<file path="src/pkg/ctc_pkg.sv">
/*
 * constants for the character crt timing controller: register indices,
 * mode and status bit positions, cursor modes and default sync widths.
 * assumes one 8-bit host data path and one character clock.
 */
package ctc_pkg;
    // ----------------------------------------------------------------
    // register indices reached through the pointer
    // ----------------------------------------------------------------
    localparam logic [4:0] REG_HORIZONTAL_TOTAL = 5'h00;
    localparam logic [4:0] REG_HORIZONTAL_DISPLAYED = 5'h01;
    localparam logic [4:0] REG_HORIZONTAL_SYNC_POSITION = 5'h02;
    localparam logic [4:0] REG_VERTICAL_TOTAL = 5'h04;
    localparam logic [4:0] REG_VERTICAL_TOTAL_ADJUST = 5'h05;
    localparam logic [4:0] REG_VERTICAL_DISPLAYED = 5'h06;
    localparam logic [4:0] REG_VERTICAL_SYNC_POSITION = 5'h07;
    localparam logic [4:0] REG_MODE_CONTROL = 5'h08;
    localparam logic [4:0] REG_SCAN_LINES_PER_ROW = 5'h09;
    localparam logic [4:0] REG_CURSOR_START_LINE = 5'h0a;
    localparam logic [4:0] REG_CURSOR_END_LINE = 5'h0b;
    localparam logic [4:0] REG_DISPLAY_START_HIGH = 5'h0c;
    localparam logic [4:0] REG_DISPLAY_START_LOW = 5'h0d;
    localparam logic [4:0] REG_CURSOR_POSITION_HIGH = 5'h0e;
    localparam logic [4:0] REG_CURSOR_POSITION_LOW = 5'h0f;
    localparam logic [4:0] REG_LIGHT_PEN_HIGH = 5'h10;
    localparam logic [4:0] REG_LIGHT_PEN_LOW = 5'h11;
    localparam logic [4:0] REG_UPDATE_ADDRESS_HIGH = 5'h12;
    localparam logic [4:0] REG_UPDATE_ADDRESS_LOW = 5'h13;
    localparam logic [4:0] REG_UPDATE_TRIGGER_DUMMY = 5'h1f;
    // ----------------------------------------------------------------
    // field positions
    // ----------------------------------------------------------------
    localparam int MODE_ROWCOL_BIT = 2;
    localparam int MODE_TRANSPARENT_BIT = 3;
    localparam int MODE_DE_SKEW_BIT = 4;
    localparam int MODE_CURSOR_SKEW_BIT = 5;
    localparam int STAT_UPDATE_READY_BIT = 0;
    localparam int STAT_LIGHT_PEN_STROBE_FULL_BIT = 1;
    localparam int STAT_VRETRACE_BIT = 2;
    localparam int BLINK_FAST_BIT = 3;
    localparam int BLINK_SLOW_BIT = 4;
    // ----------------------------------------------------------------
    // cursor modes in cursor start bits 6:5
    // ----------------------------------------------------------------
    localparam logic [1:0] CUR_MODE_STEADY = 2'h0;
    localparam logic [1:0] CUR_MODE_OFF = 2'h1;
    localparam logic [1:0] CUR_MODE_BLINK16 = 2'h2;
    localparam logic [1:0] CUR_MODE_BLINK32 = 2'h3;
    // ----------------------------------------------------------------
    // sync widths and reset values
    // ----------------------------------------------------------------
    localparam logic [7:0] HSYNC_WIDTH_CHARS = 8'h08;
    localparam logic [4:0] VSYNC_WIDTH_LINES = 5'h10;
    localparam logic [4:0] BLINK_COUNT_RESET = 5'h00;
endpackage : ctc_pkg

</file>
<file path="src/core/ctc_blink_div.sv">
/*
 * field counter that gives the two cursor blink phases.
 * assumes a one-cycle frame end pulse on the character clock.
 */
`timescale 1ns/1ns
module ctc_blink_div #(
    parameter int CNT_W = 5
) (
    input wire logic sys_clk_in,
    input wire logic rstn_in,
    input wire logic frame_end_in,
    output logic blink_fast_out,
    output logic blink_slow_out
);
    // ----------------------------------------------------------------
    // state
    // ----------------------------------------------------------------
    typedef struct packed {
        logic [CNT_W-1:0] cnt;
        logic fast;
        logic slow;
    } ctc_blink_t;

    ctc_blink_t st_r;
    ctc_blink_t st_nxt;

    always_comb begin
        st_nxt = st_r;
        if (frame_end_in) begin
            st_nxt.cnt = st_r.cnt + {{(CNT_W-1){1'b0}}, 1'b1};
        end
        st_nxt.fast = st_nxt.cnt[ctc_pkg::BLINK_FAST_BIT];
        st_nxt.slow = st_nxt.cnt[ctc_pkg::BLINK_SLOW_BIT];
    end

    always_ff @(posedge sys_clk_in or negedge rstn_in) begin
        if (!rstn_in) begin
            st_r <= '0;
        end else begin
            st_r <= st_nxt;
        end
    end

    assign blink_fast_out = st_r.fast;
    assign blink_slow_out = st_r.slow;
endmodule : ctc_blink_div

</file>
<file path="src/core/ctc_timing_core.sv">
/*
 * character crt timing controller: indexed register file behind a pointer,
 * character/scan/row counters, sync, display enable, cursor, light pen and
 * transparent update addressing.
 * assumes host pins are synchronous to the character clock sys_clk_in and
 * one host access is marked by a one-cycle host_access_in pulse.
 */
// What this block does
// - binary mode puts successive characters on consecutive memory addresses from the start address.
// - row/column mode drives column count low and row count high on the address.
// - five raster outputs give scan line in row; count set by scan line register.
// - transparent mode turns raster top bit into strobe marking the update address.
// - 5-bit pointer written with select low; select high reaches pointed register.
// - 3-bit status register readable by host.
// - horizontal total holds characters per line minus one; sets line period.
// - horizontal displayed gives visible characters per line.
// - horizontal sync starts at the programmed character position.
// - write-only vertical adjust adds extra scan lines after the rows.
// - vertical displayed gives visible character rows per frame.
// - vertical sync starts at the programmed character row.
// - scan line register gives scan lines per character row.
// - cursor start and end bound the cursor scan lines.
// - cursor start bits 6:5 choose steady, off, blink 1/16 or 1/32.
// - 14-bit start address gives top-left character; rewriting it scrolls.
// - cursor shows where scan address equals cursor position within cursor lines.
// - mode bit 5 delays cursor by one character.
// - light pen rising edge copies scan address into light pen registers.
// - transparent update address increments after each update.
// - access to register 31 stores nothing, triggers update and ready flag.
// - mode bit 2 makes address pairs row/column instead of binary.
// - everything is timed from the character clock.
// - reset clears counters and outputs, keeps control registers.
// - mode bit 4 delays display enable by one character.
`timescale 1ns/1ns
module ctc_timing_core #(
    parameter logic [7:0] HSYNC_WIDTH = ctc_pkg::HSYNC_WIDTH_CHARS,
    parameter logic [4:0] VSYNC_WIDTH = ctc_pkg::VSYNC_WIDTH_LINES
) (
    input wire logic sys_clk_in,
    input wire logic rstn_in,
    input wire logic host_access_in,
    input wire logic host_select_n_in,
    input wire logic host_read_in,
    input wire logic register_select_pin_in,
    input wire logic [7:0] host_data_in,
    output logic [7:0] host_data_out,
    output logic host_data_oe_out,
    input wire logic light_pen_strobe_in,
    output logic [13:0] display_memory_address_out,
    output logic [4:0] raster_line_address_out,
    output logic hsync_out,
    output logic vsync_out,
    output logic display_enable_out,
    output logic cursor_out
);
    // ----------------------------------------------------------------
    // state: control registers (kept over reset) and run state
    // ----------------------------------------------------------------
    typedef struct packed {
        logic [4:0] ptr;
        logic [7:0] h_total;
        logic [7:0] h_disp;
        logic [7:0] h_sync;
        logic [6:0] v_total;
        logic [4:0] v_adj;
        logic [6:0] v_disp;
        logic [6:0] v_sync;
        logic [7:0] mode;
        logic [4:0] scan;
        logic [6:0] cur_start;
        logic [4:0] cur_end;
        logic [13:0] start_addr;
        logic [13:0] cur_addr;
        logic [13:0] light_pen_strobe_addr;
        logic [13:0] upd_addr;
    } ctc_cfg_t;

    typedef struct packed {
        logic [7:0] hcnt;
        logic [4:0] raster;
        logic [6:0] row;
        logic [4:0] adj;
        logic in_adj;
        logic [4:0] vs_cnt;
        logic [13:0] ma_row;
        logic [13:0] ma;
        logic cur_d;
        logic de_d;
        logic lp_prev;
        logic upd_pend;
        logic upd_ready;
        logic light_pen_strobe_full;
        logic frame_end;
        logic [13:0] ma_o;
        logic [4:0] ra_o;
        logic hs_o;
        logic vs_o;
        logic de_o;
        logic cur_o;
        logic [7:0] dout;
        logic doe;
    } ctc_run_t;

    ctc_cfg_t cfg_r;
    ctc_cfg_t cfg_nxt;
    ctc_run_t run_r;
    ctc_run_t run_nxt;
    logic blink_fast;
    logic blink_slow;
    logic acc;
    logic wr;
    logic rd;
    logic line_end;
    logic last_line;
    logic adj_last;
    logic new_frame;
    logic rowcol;
    logic transp;
    logic de_now;
    logic hs_now;
    logic cur_en;
    logic cur_now;
    logic upd_go;
    logic vretrace;
    logic [7:0] hs_off;
    logic [4:0] ra_now;
    logic [13:0] scan_addr;
    logic [13:0] next_row_addr;

    // ----------------------------------------------------------------
    // blink phases
    // ----------------------------------------------------------------
    ctc_blink_div #(
        .CNT_W(5)
    ) u_blink (
        .sys_clk_in(sys_clk_in),
        .rstn_in(rstn_in),
        .frame_end_in(run_r.frame_end),
        .blink_fast_out(blink_fast),
        .blink_slow_out(blink_slow)
    );

    // ----------------------------------------------------------------
    // next state
    // ----------------------------------------------------------------
    always_comb begin
        cfg_nxt = cfg_r;
        run_nxt = run_r;
        new_frame = 1'b0;
        acc = host_access_in && !host_select_n_in;
        wr = acc && !host_read_in;
        rd = acc && host_read_in;
        rowcol = cfg_r.mode[ctc_pkg::MODE_ROWCOL_BIT];
        transp = cfg_r.mode[ctc_pkg::MODE_TRANSPARENT_BIT];
        line_end = run_r.hcnt == cfg_r.h_total;
        last_line = ({1'b0, run_r.raster} + 6'h01) >= {1'b0, cfg_r.scan};
        adj_last = ({1'b0, run_r.adj} + 6'h01) >= {1'b0, cfg_r.v_adj};
        scan_addr = rowcol ? {run_r.row[5:0], run_r.hcnt} : run_r.ma;
        de_now = (run_r.hcnt < cfg_r.h_disp) && (run_r.row < cfg_r.v_disp) && !run_r.in_adj;
        hs_off = run_r.hcnt - cfg_r.h_sync;
        hs_now = (run_r.hcnt >= cfg_r.h_sync) && (hs_off < HSYNC_WIDTH);
        ra_now = run_r.in_adj ? run_r.adj : run_r.raster;
        vretrace = (run_r.vs_cnt != 5'h00) || (run_r.row >= cfg_r.v_disp) || run_r.in_adj;
        case (cfg_r.cur_start[6:5])
            ctc_pkg::CUR_MODE_STEADY: cur_en = 1'b1;
            ctc_pkg::CUR_MODE_OFF: cur_en = 1'b0;
            ctc_pkg::CUR_MODE_BLINK16: cur_en = blink_fast;
            ctc_pkg::CUR_MODE_BLINK32: cur_en = blink_slow;
            default: cur_en = 1'b0;
        endcase
        cur_now = de_now && cur_en && (scan_addr == cfg_r.cur_addr)
            && (ra_now >= cfg_r.cur_start[4:0]) && (ra_now <= cfg_r.cur_end);
        upd_go = run_r.upd_pend && (!transp || !de_now);
        next_row_addr = run_r.ma_row + {6'h00, cfg_r.h_disp};

        // character and scan counters, all on the character clock
        run_nxt.frame_end = 1'b0;
        run_nxt.hcnt = line_end ? 8'h00 : run_r.hcnt + 8'h01;
        run_nxt.ma = run_r.ma + 14'h0001;
        if (line_end) begin
            run_nxt.ma = run_r.ma_row;
            if (run_r.in_adj) begin
                if (adj_last) begin
                    new_frame = 1'b1;
                end else begin
                    run_nxt.adj = run_r.adj + 5'h01;
                end
            end else if (last_line) begin
                run_nxt.raster = 5'h00;
                if (run_r.row == cfg_r.v_total) begin
                    if (cfg_r.v_adj == 5'h00) begin
                        new_frame = 1'b1;
                    end else begin
                        run_nxt.in_adj = 1'b1;
                        run_nxt.adj = 5'h00;
                    end
                end else begin
                    run_nxt.row = run_r.row + 7'h01;
                    run_nxt.ma_row = next_row_addr;
                    run_nxt.ma = next_row_addr;
                end
            end else begin
                run_nxt.raster = run_r.raster + 5'h01;
            end
        end
        if (new_frame) begin
            run_nxt.in_adj = 1'b0;
            run_nxt.adj = 5'h00;
            run_nxt.row = 7'h00;
            run_nxt.raster = 5'h00;
            run_nxt.ma_row = cfg_r.start_addr;
            run_nxt.ma = cfg_r.start_addr;
            run_nxt.frame_end = 1'b1;
        end

        // vertical sync
        if ((run_r.row == cfg_r.v_sync) && (run_r.raster == 5'h00) && (run_r.hcnt == 8'h00)
                && !run_r.in_adj && (run_r.vs_cnt == 5'h00)) begin
            run_nxt.vs_cnt = VSYNC_WIDTH;
        end else if ((run_r.hcnt == 8'h00) && (run_r.vs_cnt != 5'h00)) begin
            run_nxt.vs_cnt = run_r.vs_cnt - 5'h01;
        end

        // registered outputs
        run_nxt.ma_o = (transp && upd_go) ? cfg_r.upd_addr : scan_addr;
        run_nxt.ra_o = ra_now;
        if (transp) begin
            run_nxt.ra_o[4] = upd_go;
        end
        run_nxt.hs_o = hs_now;
        run_nxt.vs_o = run_r.vs_cnt != 5'h00;
        run_nxt.de_d = de_now;
        run_nxt.de_o = cfg_r.mode[ctc_pkg::MODE_DE_SKEW_BIT] ? run_r.de_d : de_now;
        run_nxt.cur_d = cur_now;
        run_nxt.cur_o = cfg_r.mode[ctc_pkg::MODE_CURSOR_SKEW_BIT] ? run_r.cur_d : cur_now;

        // pending update performed at once, or only during blanking in transparent mode
        if (upd_go) begin
            cfg_nxt.upd_addr = cfg_r.upd_addr + 14'h0001;
            run_nxt.upd_pend = 1'b0;
        end

        // light pen capture
        run_nxt.lp_prev = light_pen_strobe_in;

        // host access through the pointer
        run_nxt.doe = 1'b0;
        if (wr && !register_select_pin_in) begin
            cfg_nxt.ptr = host_data_in[4:0];
        end
        if (wr && register_select_pin_in) begin
            case (cfg_r.ptr)
                ctc_pkg::REG_HORIZONTAL_TOTAL: cfg_nxt.h_total = host_data_in;
                ctc_pkg::REG_HORIZONTAL_DISPLAYED: cfg_nxt.h_disp = host_data_in;
                ctc_pkg::REG_HORIZONTAL_SYNC_POSITION: cfg_nxt.h_sync = host_data_in;
                ctc_pkg::REG_VERTICAL_TOTAL: cfg_nxt.v_total = host_data_in[6:0];
                ctc_pkg::REG_VERTICAL_TOTAL_ADJUST: cfg_nxt.v_adj = host_data_in[4:0];
                ctc_pkg::REG_VERTICAL_DISPLAYED: cfg_nxt.v_disp = host_data_in[6:0];
                ctc_pkg::REG_VERTICAL_SYNC_POSITION: cfg_nxt.v_sync = host_data_in[6:0];
                ctc_pkg::REG_MODE_CONTROL: cfg_nxt.mode = host_data_in;
                ctc_pkg::REG_SCAN_LINES_PER_ROW: cfg_nxt.scan = host_data_in[4:0];
                ctc_pkg::REG_CURSOR_START_LINE: cfg_nxt.cur_start = host_data_in[6:0];
                ctc_pkg::REG_CURSOR_END_LINE: cfg_nxt.cur_end = host_data_in[4:0];
                ctc_pkg::REG_DISPLAY_START_HIGH: cfg_nxt.start_addr[13:8] = host_data_in[5:0];
                ctc_pkg::REG_DISPLAY_START_LOW: cfg_nxt.start_addr[7:0] = host_data_in;
                ctc_pkg::REG_CURSOR_POSITION_HIGH: cfg_nxt.cur_addr[13:8] = host_data_in[5:0];
                ctc_pkg::REG_CURSOR_POSITION_LOW: cfg_nxt.cur_addr[7:0] = host_data_in;
                ctc_pkg::REG_UPDATE_ADDRESS_HIGH: cfg_nxt.upd_addr[13:8] = host_data_in[5:0];
                ctc_pkg::REG_UPDATE_ADDRESS_LOW: cfg_nxt.upd_addr[7:0] = host_data_in;
                default: cfg_nxt.ptr = cfg_r.ptr;
            endcase
        end
        if (acc && register_select_pin_in && (cfg_r.ptr == ctc_pkg::REG_UPDATE_TRIGGER_DUMMY)) begin
            run_nxt.upd_pend = 1'b1;
            run_nxt.upd_ready = 1'b0;
        end
        if (rd) begin
            run_nxt.doe = 1'b1;
            run_nxt.dout = 8'h00;
            if (!register_select_pin_in) begin
                run_nxt.dout[ctc_pkg::STAT_UPDATE_READY_BIT] = run_r.upd_ready;
                run_nxt.dout[ctc_pkg::STAT_LIGHT_PEN_STROBE_FULL_BIT] = run_r.light_pen_strobe_full;
                run_nxt.dout[ctc_pkg::STAT_VRETRACE_BIT] = vretrace;
            end else begin
                case (cfg_r.ptr)
                    ctc_pkg::REG_HORIZONTAL_TOTAL: run_nxt.dout = cfg_r.h_total;
                    ctc_pkg::REG_HORIZONTAL_DISPLAYED: run_nxt.dout = cfg_r.h_disp;
                    ctc_pkg::REG_HORIZONTAL_SYNC_POSITION: run_nxt.dout = cfg_r.h_sync;
                    ctc_pkg::REG_VERTICAL_TOTAL: run_nxt.dout = {1'b0, cfg_r.v_total};
                    ctc_pkg::REG_VERTICAL_DISPLAYED: run_nxt.dout = {1'b0, cfg_r.v_disp};
                    ctc_pkg::REG_VERTICAL_SYNC_POSITION: run_nxt.dout = {1'b0, cfg_r.v_sync};
                    ctc_pkg::REG_MODE_CONTROL: run_nxt.dout = cfg_r.mode;
                    ctc_pkg::REG_SCAN_LINES_PER_ROW: run_nxt.dout = {3'h0, cfg_r.scan};
                    ctc_pkg::REG_CURSOR_START_LINE: run_nxt.dout = {1'b0, cfg_r.cur_start};
                    ctc_pkg::REG_CURSOR_END_LINE: run_nxt.dout = {3'h0, cfg_r.cur_end};
                    ctc_pkg::REG_DISPLAY_START_HIGH: run_nxt.dout = {2'h0, cfg_r.start_addr[13:8]};
                    ctc_pkg::REG_DISPLAY_START_LOW: run_nxt.dout = cfg_r.start_addr[7:0];
                    ctc_pkg::REG_CURSOR_POSITION_HIGH: run_nxt.dout = {2'h0, cfg_r.cur_addr[13:8]};
                    ctc_pkg::REG_CURSOR_POSITION_LOW: run_nxt.dout = cfg_r.cur_addr[7:0];
                    ctc_pkg::REG_LIGHT_PEN_HIGH: run_nxt.dout = {2'h0, cfg_r.light_pen_strobe_addr[13:8]};
                    ctc_pkg::REG_LIGHT_PEN_LOW: run_nxt.dout = cfg_r.light_pen_strobe_addr[7:0];
                    ctc_pkg::REG_UPDATE_ADDRESS_HIGH: run_nxt.dout = {2'h0, cfg_r.upd_addr[13:8]};
                    ctc_pkg::REG_UPDATE_ADDRESS_LOW: run_nxt.dout = cfg_r.upd_addr[7:0];
                    default: run_nxt.dout = 8'h00;
                endcase
                if (cfg_r.ptr == ctc_pkg::REG_LIGHT_PEN_LOW) begin
                    run_nxt.light_pen_strobe_full = 1'b0;
                end
            end
        end

        // hardware sets win over host clears
        if (upd_go) begin
            run_nxt.upd_ready = 1'b1;
        end
        if (light_pen_strobe_in && !run_r.lp_prev) begin
            cfg_nxt.light_pen_strobe_addr = scan_addr;
            run_nxt.light_pen_strobe_full = 1'b1;
        end
    end

    // ----------------------------------------------------------------
    // registers
    // ----------------------------------------------------------------
    always_ff @(posedge sys_clk_in) begin
        cfg_r <= cfg_nxt;
    end

    always_ff @(posedge sys_clk_in or negedge rstn_in) begin
        if (!rstn_in) begin
            run_r <= '0;
        end else begin
            run_r <= run_nxt;
        end
    end

    assign display_memory_address_out = run_r.ma_o;
    assign raster_line_address_out = run_r.ra_o;
    assign hsync_out = run_r.hs_o;
    assign vsync_out = run_r.vs_o;
    assign display_enable_out = run_r.de_o;
    assign cursor_out = run_r.cur_o;
    assign host_data_out = run_r.dout;
    assign host_data_oe_out = run_r.doe;
endmodule : ctc_timing_core

</file>
<file path="config.mk">
export PLATFORM = sky130hd
export DESIGN_NAME = ctc_timing_core
export DESIGN_NICKNAME = d
export VERILOG_FILES = /design/src/pkg/ctc_pkg.sv /design/src/core/ctc_blink_div.sv /design/src/core/ctc_timing_core.sv
export SDC_FILE = /design/constraint.sdc
export NUM_CORES = 1
export LEC_CHECK = 0
export ABC_AREA = 1
export BUFFER_PORTS_ARGS = -buffer_cell sky130_fd_sc_hd__buf_2
export CAP_MARGIN = 20
export CORE_MARGIN = 1.5
export CORE_UTILIZATION = 43
export CTS_CLUSTER_SIZE = 28
export DETAILED_ROUTE_END_ITERATION = 10
export PLACE_DENSITY = 0.59
export SLEW_MARGIN = 30
export SYNTH_ARGS = -nofsm -noshare
export SYNTH_HDL_FRONTEND = slang
export SYNTH_HIERARCHICAL = 1
export SYNTH_SLANG_ARGS = --single-unit
</file>
<file path="constraint.sdc">
create_clock -name sys_clk_in -period 3 [get_ports sys_clk_in]
set_clock_uncertainty 0.05 [all_clocks]
set_input_delay 0 -clock sys_clk_in [delete_from_list [all_inputs] [get_ports sys_clk_in]]
set_output_delay 0 -clock sys_clk_in [all_outputs]
set_load 0.05 [all_outputs]
</file>
# After elaboration in Yosys (flattened, before gate mapping)
# Cells that the tools add are included.
[classes] n_addsub=12 magnitude_cmp=9 n_eq_ne=31 mux=67 reduce_logical=68
[op_table] operator="$pmux 8 s18" n=1
[op_table] operator="$mux 28" n=5
[op_table] operator="$mux 108" n=1
[op_table] operator="$mux 5" n=13
[op_table] operator="$mux 8" n=8
[op_table] operator="$mux 14" n=4
[op_table] operator="$eq 5x4->1 const B" n=8
[op_table] operator="$mux 18" n=2
[op_table] operator="$mux 7" n=5
[op_table] operator="$reduce_and 2->1" n=16
[op_table] operator="$mux 6" n=5
[op_table] operator="$add 14x1->14 const B" n=2
[op_table] operator="$eq 5x5->1 const B" n=5
[op_table] operator="$logic_and 1x1->1" n=22
[op_table] operator="$eq 5x3->1 const B" n=4
[op_table] operator="$logic_not 5->1" n=4
[op_table] operator="$mux 1" n=18
[op_table] operator="$reduce_or 17->1" n=1
[op_table] operator="$add 5x1->5 const B" n=3
[op_table] operator="$add 14x8->14" n=1
[op_table] operator="$eq 14x14->1" n=1
[op_table] operator="$eq 7x7->1" n=2
[op_table] operator="$reduce_bool 2->1" n=7
[op_table] operator="$mux 13" n=1
[op_table] operator="35 further kinds" n=48
[totals] regBits=241 elab_cells=232

# Longest topological paths before layout
[depth] ltp_word=9 mapped_depth=18 mapped_depth_nobuf=17

# Modules after synthesis
# Netlist, hierarchy kept.
[modules_own_cells] mod="ctc_timing_core" instances=1 cells_per_inst=1544 area_each_um2=13080.0
[modules_own_cells] mod="ctc_blink_div" instances=1 cells_per_inst=25 area_each_um2=225.2

# Worst setup path after synthesis
# No wires, ideal clock.
[synth_path] path_type="register -> register" start="reg run_r[85] in the netlist's numbering" end="reg run_r[58] in the netlist's numbering" setup_time_ps=125 t_arrival_ps=2160 t_required_ps=2825 slack_ps=666 path_stages_with_launch=16 n_path_buf=3 cell_sequence="dfrtp_1 ha_1 nand3_1 xor2_1 ha_1 and3_1 nand2_1 nand2b_1 buf_4 nand3_2 nand2_2 nand3_4 buf_6 buf_6 nand3_1 nand3_1"
[synth_via] elab_chain_cells=7 word_cells_on_any_way=11 classes_between="1 x add/sub; 1 x order compare; 2 x eq/ne; 4 x mux; 3 x reduce/logical"
[synth_lines] element="start: declaration" line_no="ctc_timing_core.sv:106" source="ctc_run_t run_r;"
[synth_lines] element="start signal: assignment" line_no="ctc_timing_core.sv:333" source="run_r <= run_nxt;"
[synth_lines] element="$add 5x1->6 *" line_no="ctc_timing_core.sv:156" source="last_line = ({1'b0, run_r.raster} + 6'h01) >= {1'b0, cfg_r.scan};"
[synth_lines] element="$ge 6x5->1 *" line_no="ctc_timing_core.sv:156"
[synth_lines] element="$mux 1" line_no="ctc_timing_core.sv:188" source="end else if (last_line) begin"
[synth_lines] element="$mux 1" line_no="ctc_timing_core.sv:182" source="if (run_r.in_adj) begin"
[synth_lines] element="$mux 1" line_no="ctc_timing_core.sv:180" source="if (line_end) begin"
[synth_lines] element="$ne 2x2->1 (no line), or another cell as far along"
[synth_lines] element="$reduce_and 4->1 (no line)"
# Mark *: on every way between the ends. The rest lies on a longest branch, timed or not.
# A chain may end at the register's enable or synchronous reset.

# Worst setup path after layout
[layout_path] start="reg run_r[85] in the netlist's numbering" end="reg run_r[59] in the netlist's numbering"
# Same word-level chain as after synthesis.

==> impl_metrics.env <==
export IMPL_outcome="complete, no violations"
export IMPL_route_detailed_drc=0
export IMPL_grtUsageTotal_pct=26.9
export IMPL_worst_pin_slew_ps=830
export IMPL_worst_skew_pair_late_latency_ps=550
export IMPL_gp_congestion=1.02
export IMPL_grt_start_max_net_pins=57
export IMPL_die_height_um=179
export IMPL_viasPerCell=5.41
export IMPL_wl_met3_um=3110
export IMPL_root_buffer="clkbuf_16"
export IMPL_crit_fanout=18
export IMPL_clk_pin_slew_ps=60
export IMPL_synth_top_area_cell="edfxtp_1"
export IMPL_ys_flop_type="edfxtp_1"
export IMPL_critPathLaunch="run_r[85]"
export IMPL_die_area_um2=32000
export IMPL_crit_path_start_kind="flip-flop"
export IMPL_drt_iter0_drc=1177
export IMPL_hp_class="input pin to async pin"
export IMPL_drive_gt1_share_pct=10.4
export IMPL_finalHoldWorstSlack_ps=6.38
export IMPL_wl_met2_um=19600
export IMPL_numCtsBuffers=28
export IMPL_grt_pass1_vias=10800
export IMPL_num_rows=64
export IMPL_cts_path_max_buffers=3
export IMPL_yosysSeqAreaShare_pct=49.0
export IMPL_numPortBuffers=46
export IMPL_synth_top_area_share_pct=27.5
export IMPL_period_share_pct=91.9
export IMPL_dp_hpwl_um=31100
export IMPL_top_layer="met4"
export IMPL_peakVddDrop_v=0.000460
export IMPL_synth_seq_cells=239
export IMPL_fin_cells=2054
export IMPL_num_antenna_cells=0
export IMPL_cellLeakagePower_uw=0.00705
export IMPL_avgSynthCellArea_um2=8.48
export IMPL_nFillCells=2862
export IMPL_wl_per_cell_um=20.4
export IMPL_nNetsFinal=1712
export IMPL_synth_area_top_cells="edfxtp_1, dfrtp_1, nand2_1"
export IMPL_path_class="flip-flop to flip-flop"
export IMPL_m1WireLength_um=18100
export IMPL_crit_path_end_kind="flip-flop"
export IMPL_drv_slew=0
export IMPL_synth_async_reset_ratio_pct=43.1
export IMPL_place_inst=1987
export IMPL_slew_headroom_pct=44.3
export IMPL_rsz0062_at_grt="false"
export IMPL_grt_ovfl_total=0
export IMPL_first_pass_iters=5
export IMPL_cts_tree="built"
export IMPL_timing_fmax_ghz=0.363
export IMPL_post_cts_setup_buffer_count=0
export IMPL_r2r_start="run_r[85]"
export IMPL_synth_edf_count=122
export IMPL_arrival_ps=3180
export IMPL_finalCriticalPeriod_ps=2760
export IMPL_die_w_um=179
export IMPL_areaGrowthSynthToFinish_pct=14.0
export IMPL_hold_viol_final=0
export IMPL_cap_viol_max_count=0
export IMPL_routed_wl_um=41900
export IMPL_synth_distinct_cells=50
export IMPL_antenna_found_initial=2
export IMPL_io_pins=47
export IMPL_required_ps=3420
export IMPL_grt_pass1_wl_um=63600
export IMPL_core_area_um2=30500
export IMPL_initial_utilization_pct=43.6
export IMPL_ant_nets=0
export IMPL_syn_area_um2=13300
export IMPL_p_per_area_nw_per_um2=682
export IMPL_final_setup_viol_count=0
export IMPL_synthCells=1569
export IMPL_num_vias=11100
export IMPL_clkSinkCount=239
export IMPL_yosysWarnings=6
export IMPL_setup_tns_ps=0
export IMPL_cts_max_level=1
export IMPL_syn_nets=1645
## logic make-up after synthesis
logic type / count (synthesis) / share of synthesized area (%)
XOR/XNOR: 48 / 3.16
AO/OA/AOI/OAI: 184 / 7.88
flip-flops: 239 / 49.0
adder cells (fa/ha/maj): 61 / 5.79
AND/OR/NAND/NOR: 766 / 25.3
buffers and inverters: 271 / 8.87
## routing by layer
layer,global-route usage (%),vias to the layer above
li1,-,5315
met1,36.6,5301
met2,43.6,423
met3,4.54,80
met4,8.44,0
met5,0,-
## path summary, 6_finish.rpt
check | to | slack [ps] | cells past startpoint
setup reg to reg | run_r[59] | 240 | 13
hold / removal | run_r[70] | 6 | 2
setup / recovery | run_r[59] | 240 | 13
max in group asynchronous | run_r[94] | 2120 | 3
hold reg to reg | run_r[33] | 410 | 1
min in group sys_clk_in | run_r[36] | 60 | 2
## cell type report
type                       count  area [um2]  area share (%)
multi-input combinational   1059        5620            37.0
timing repair buffer          95         654            4.31
sequential                   239        6520            43.0
clock inverter                14         285            1.88
inverter                     213         802            5.29
tap                          396         495            3.27
clock buffer                  38         800            5.27
## Yosys cell counts (12+ instances only)
master and count:
nand2_1 371, inv_1 199, nand3_1 157, nor2_1 132
edfxtp_1 122, dfrtp_1 103, o21ai_0 74, ha_1 60
a21oi_1 40, xor2_1 40, buf_4 31, nor3_1 31
nand4_1 23, o22ai_1 23, dfxtp_1 14, inv_2 14
buf_2 13, o21ai_1 12
## flip-flops by register name, summed over array words and instances, names as in the netlist
| name | flops |
|---|---|
| host_data_oe_out | 1 |
| run_r | 66 |
| cursor_out | 1 |
| cfg_r | 136 |
| hsync_out | 1 |
| u_blink/st_r | 5 |
| vsync_out | 1 |
| host_data_out | 8 |
| display_memory_address_out | 14 |
| raster_line_address_out | 5 |
| display_enable_out | 1 |
## what timing repair did
item,CTS,global route
hold buffers,15,0
gates resized for setup,0,6
setup endpoints to repair,0,36
hold endpoints to repair,202,0
## stage by stage
stage / power, uW / util, % / setup WS, ps / area, um2
after floorplan: 5740 / - / 666 / 13300
after global placement: 6360 / 45.6 / 236 / 13900
after detailed placement: 6400 / 45.6 / 159 / 13900
after CTS: 10400 / 49.7 / 143 / 15200
after global routing: 10800 / 49.7 / 9.90 / 15200
final: 10300 / 49.7 / 242 / 15200
## power breakdown
part / switching, uW / internal, uW
clock: 1420 / 2550
combinational: 1520 / 706
sequential: 355 / 3790
total: 3290 / 7050
## worst max-delay path, cell delays in order, from the launching register on
cell      delay, ps
dfrtp_1         470
ha_1            240
nand3_1         100
xor2_1          180
ha_1            300
and3_1          190
nand2_1          80
nand2b_2        210
nand3_2         100
nand2_2          90
nand3_4          80
inv_2           320
nand2_1         130
nand3_1         120
## cell usage in the layout (no fill, tap or decap), types with 23 or more instances in the layout
| master | netlist | final |
|---|---|---|
| nand3_1 | 157 | 157 |
| buf_4 | 31 | 33 |
| xor2_1 | 40 | 40 |
| a21oi_1 | 40 | 39 |
| buf_2 | 13 | 45 |
| dfrtp_1 | 103 | 103 |
| nand4_1 | 23 | 23 |
| clkbuf_16 | 0 | 29 |
| o22ai_1 | 23 | 23 |
| o21ai_0 | 74 | 74 |
| nor2_1 | 132 | 132 |
| edfxtp_1 | 122 | 122 |
| inv_1 | 199 | 199 |
| nand2_1 | 371 | 371 |
| ha_1 | 60 | 60 |
| nor3_1 | 31 | 31 |
No activity file was read; power rests on OpenSTA's default activity.
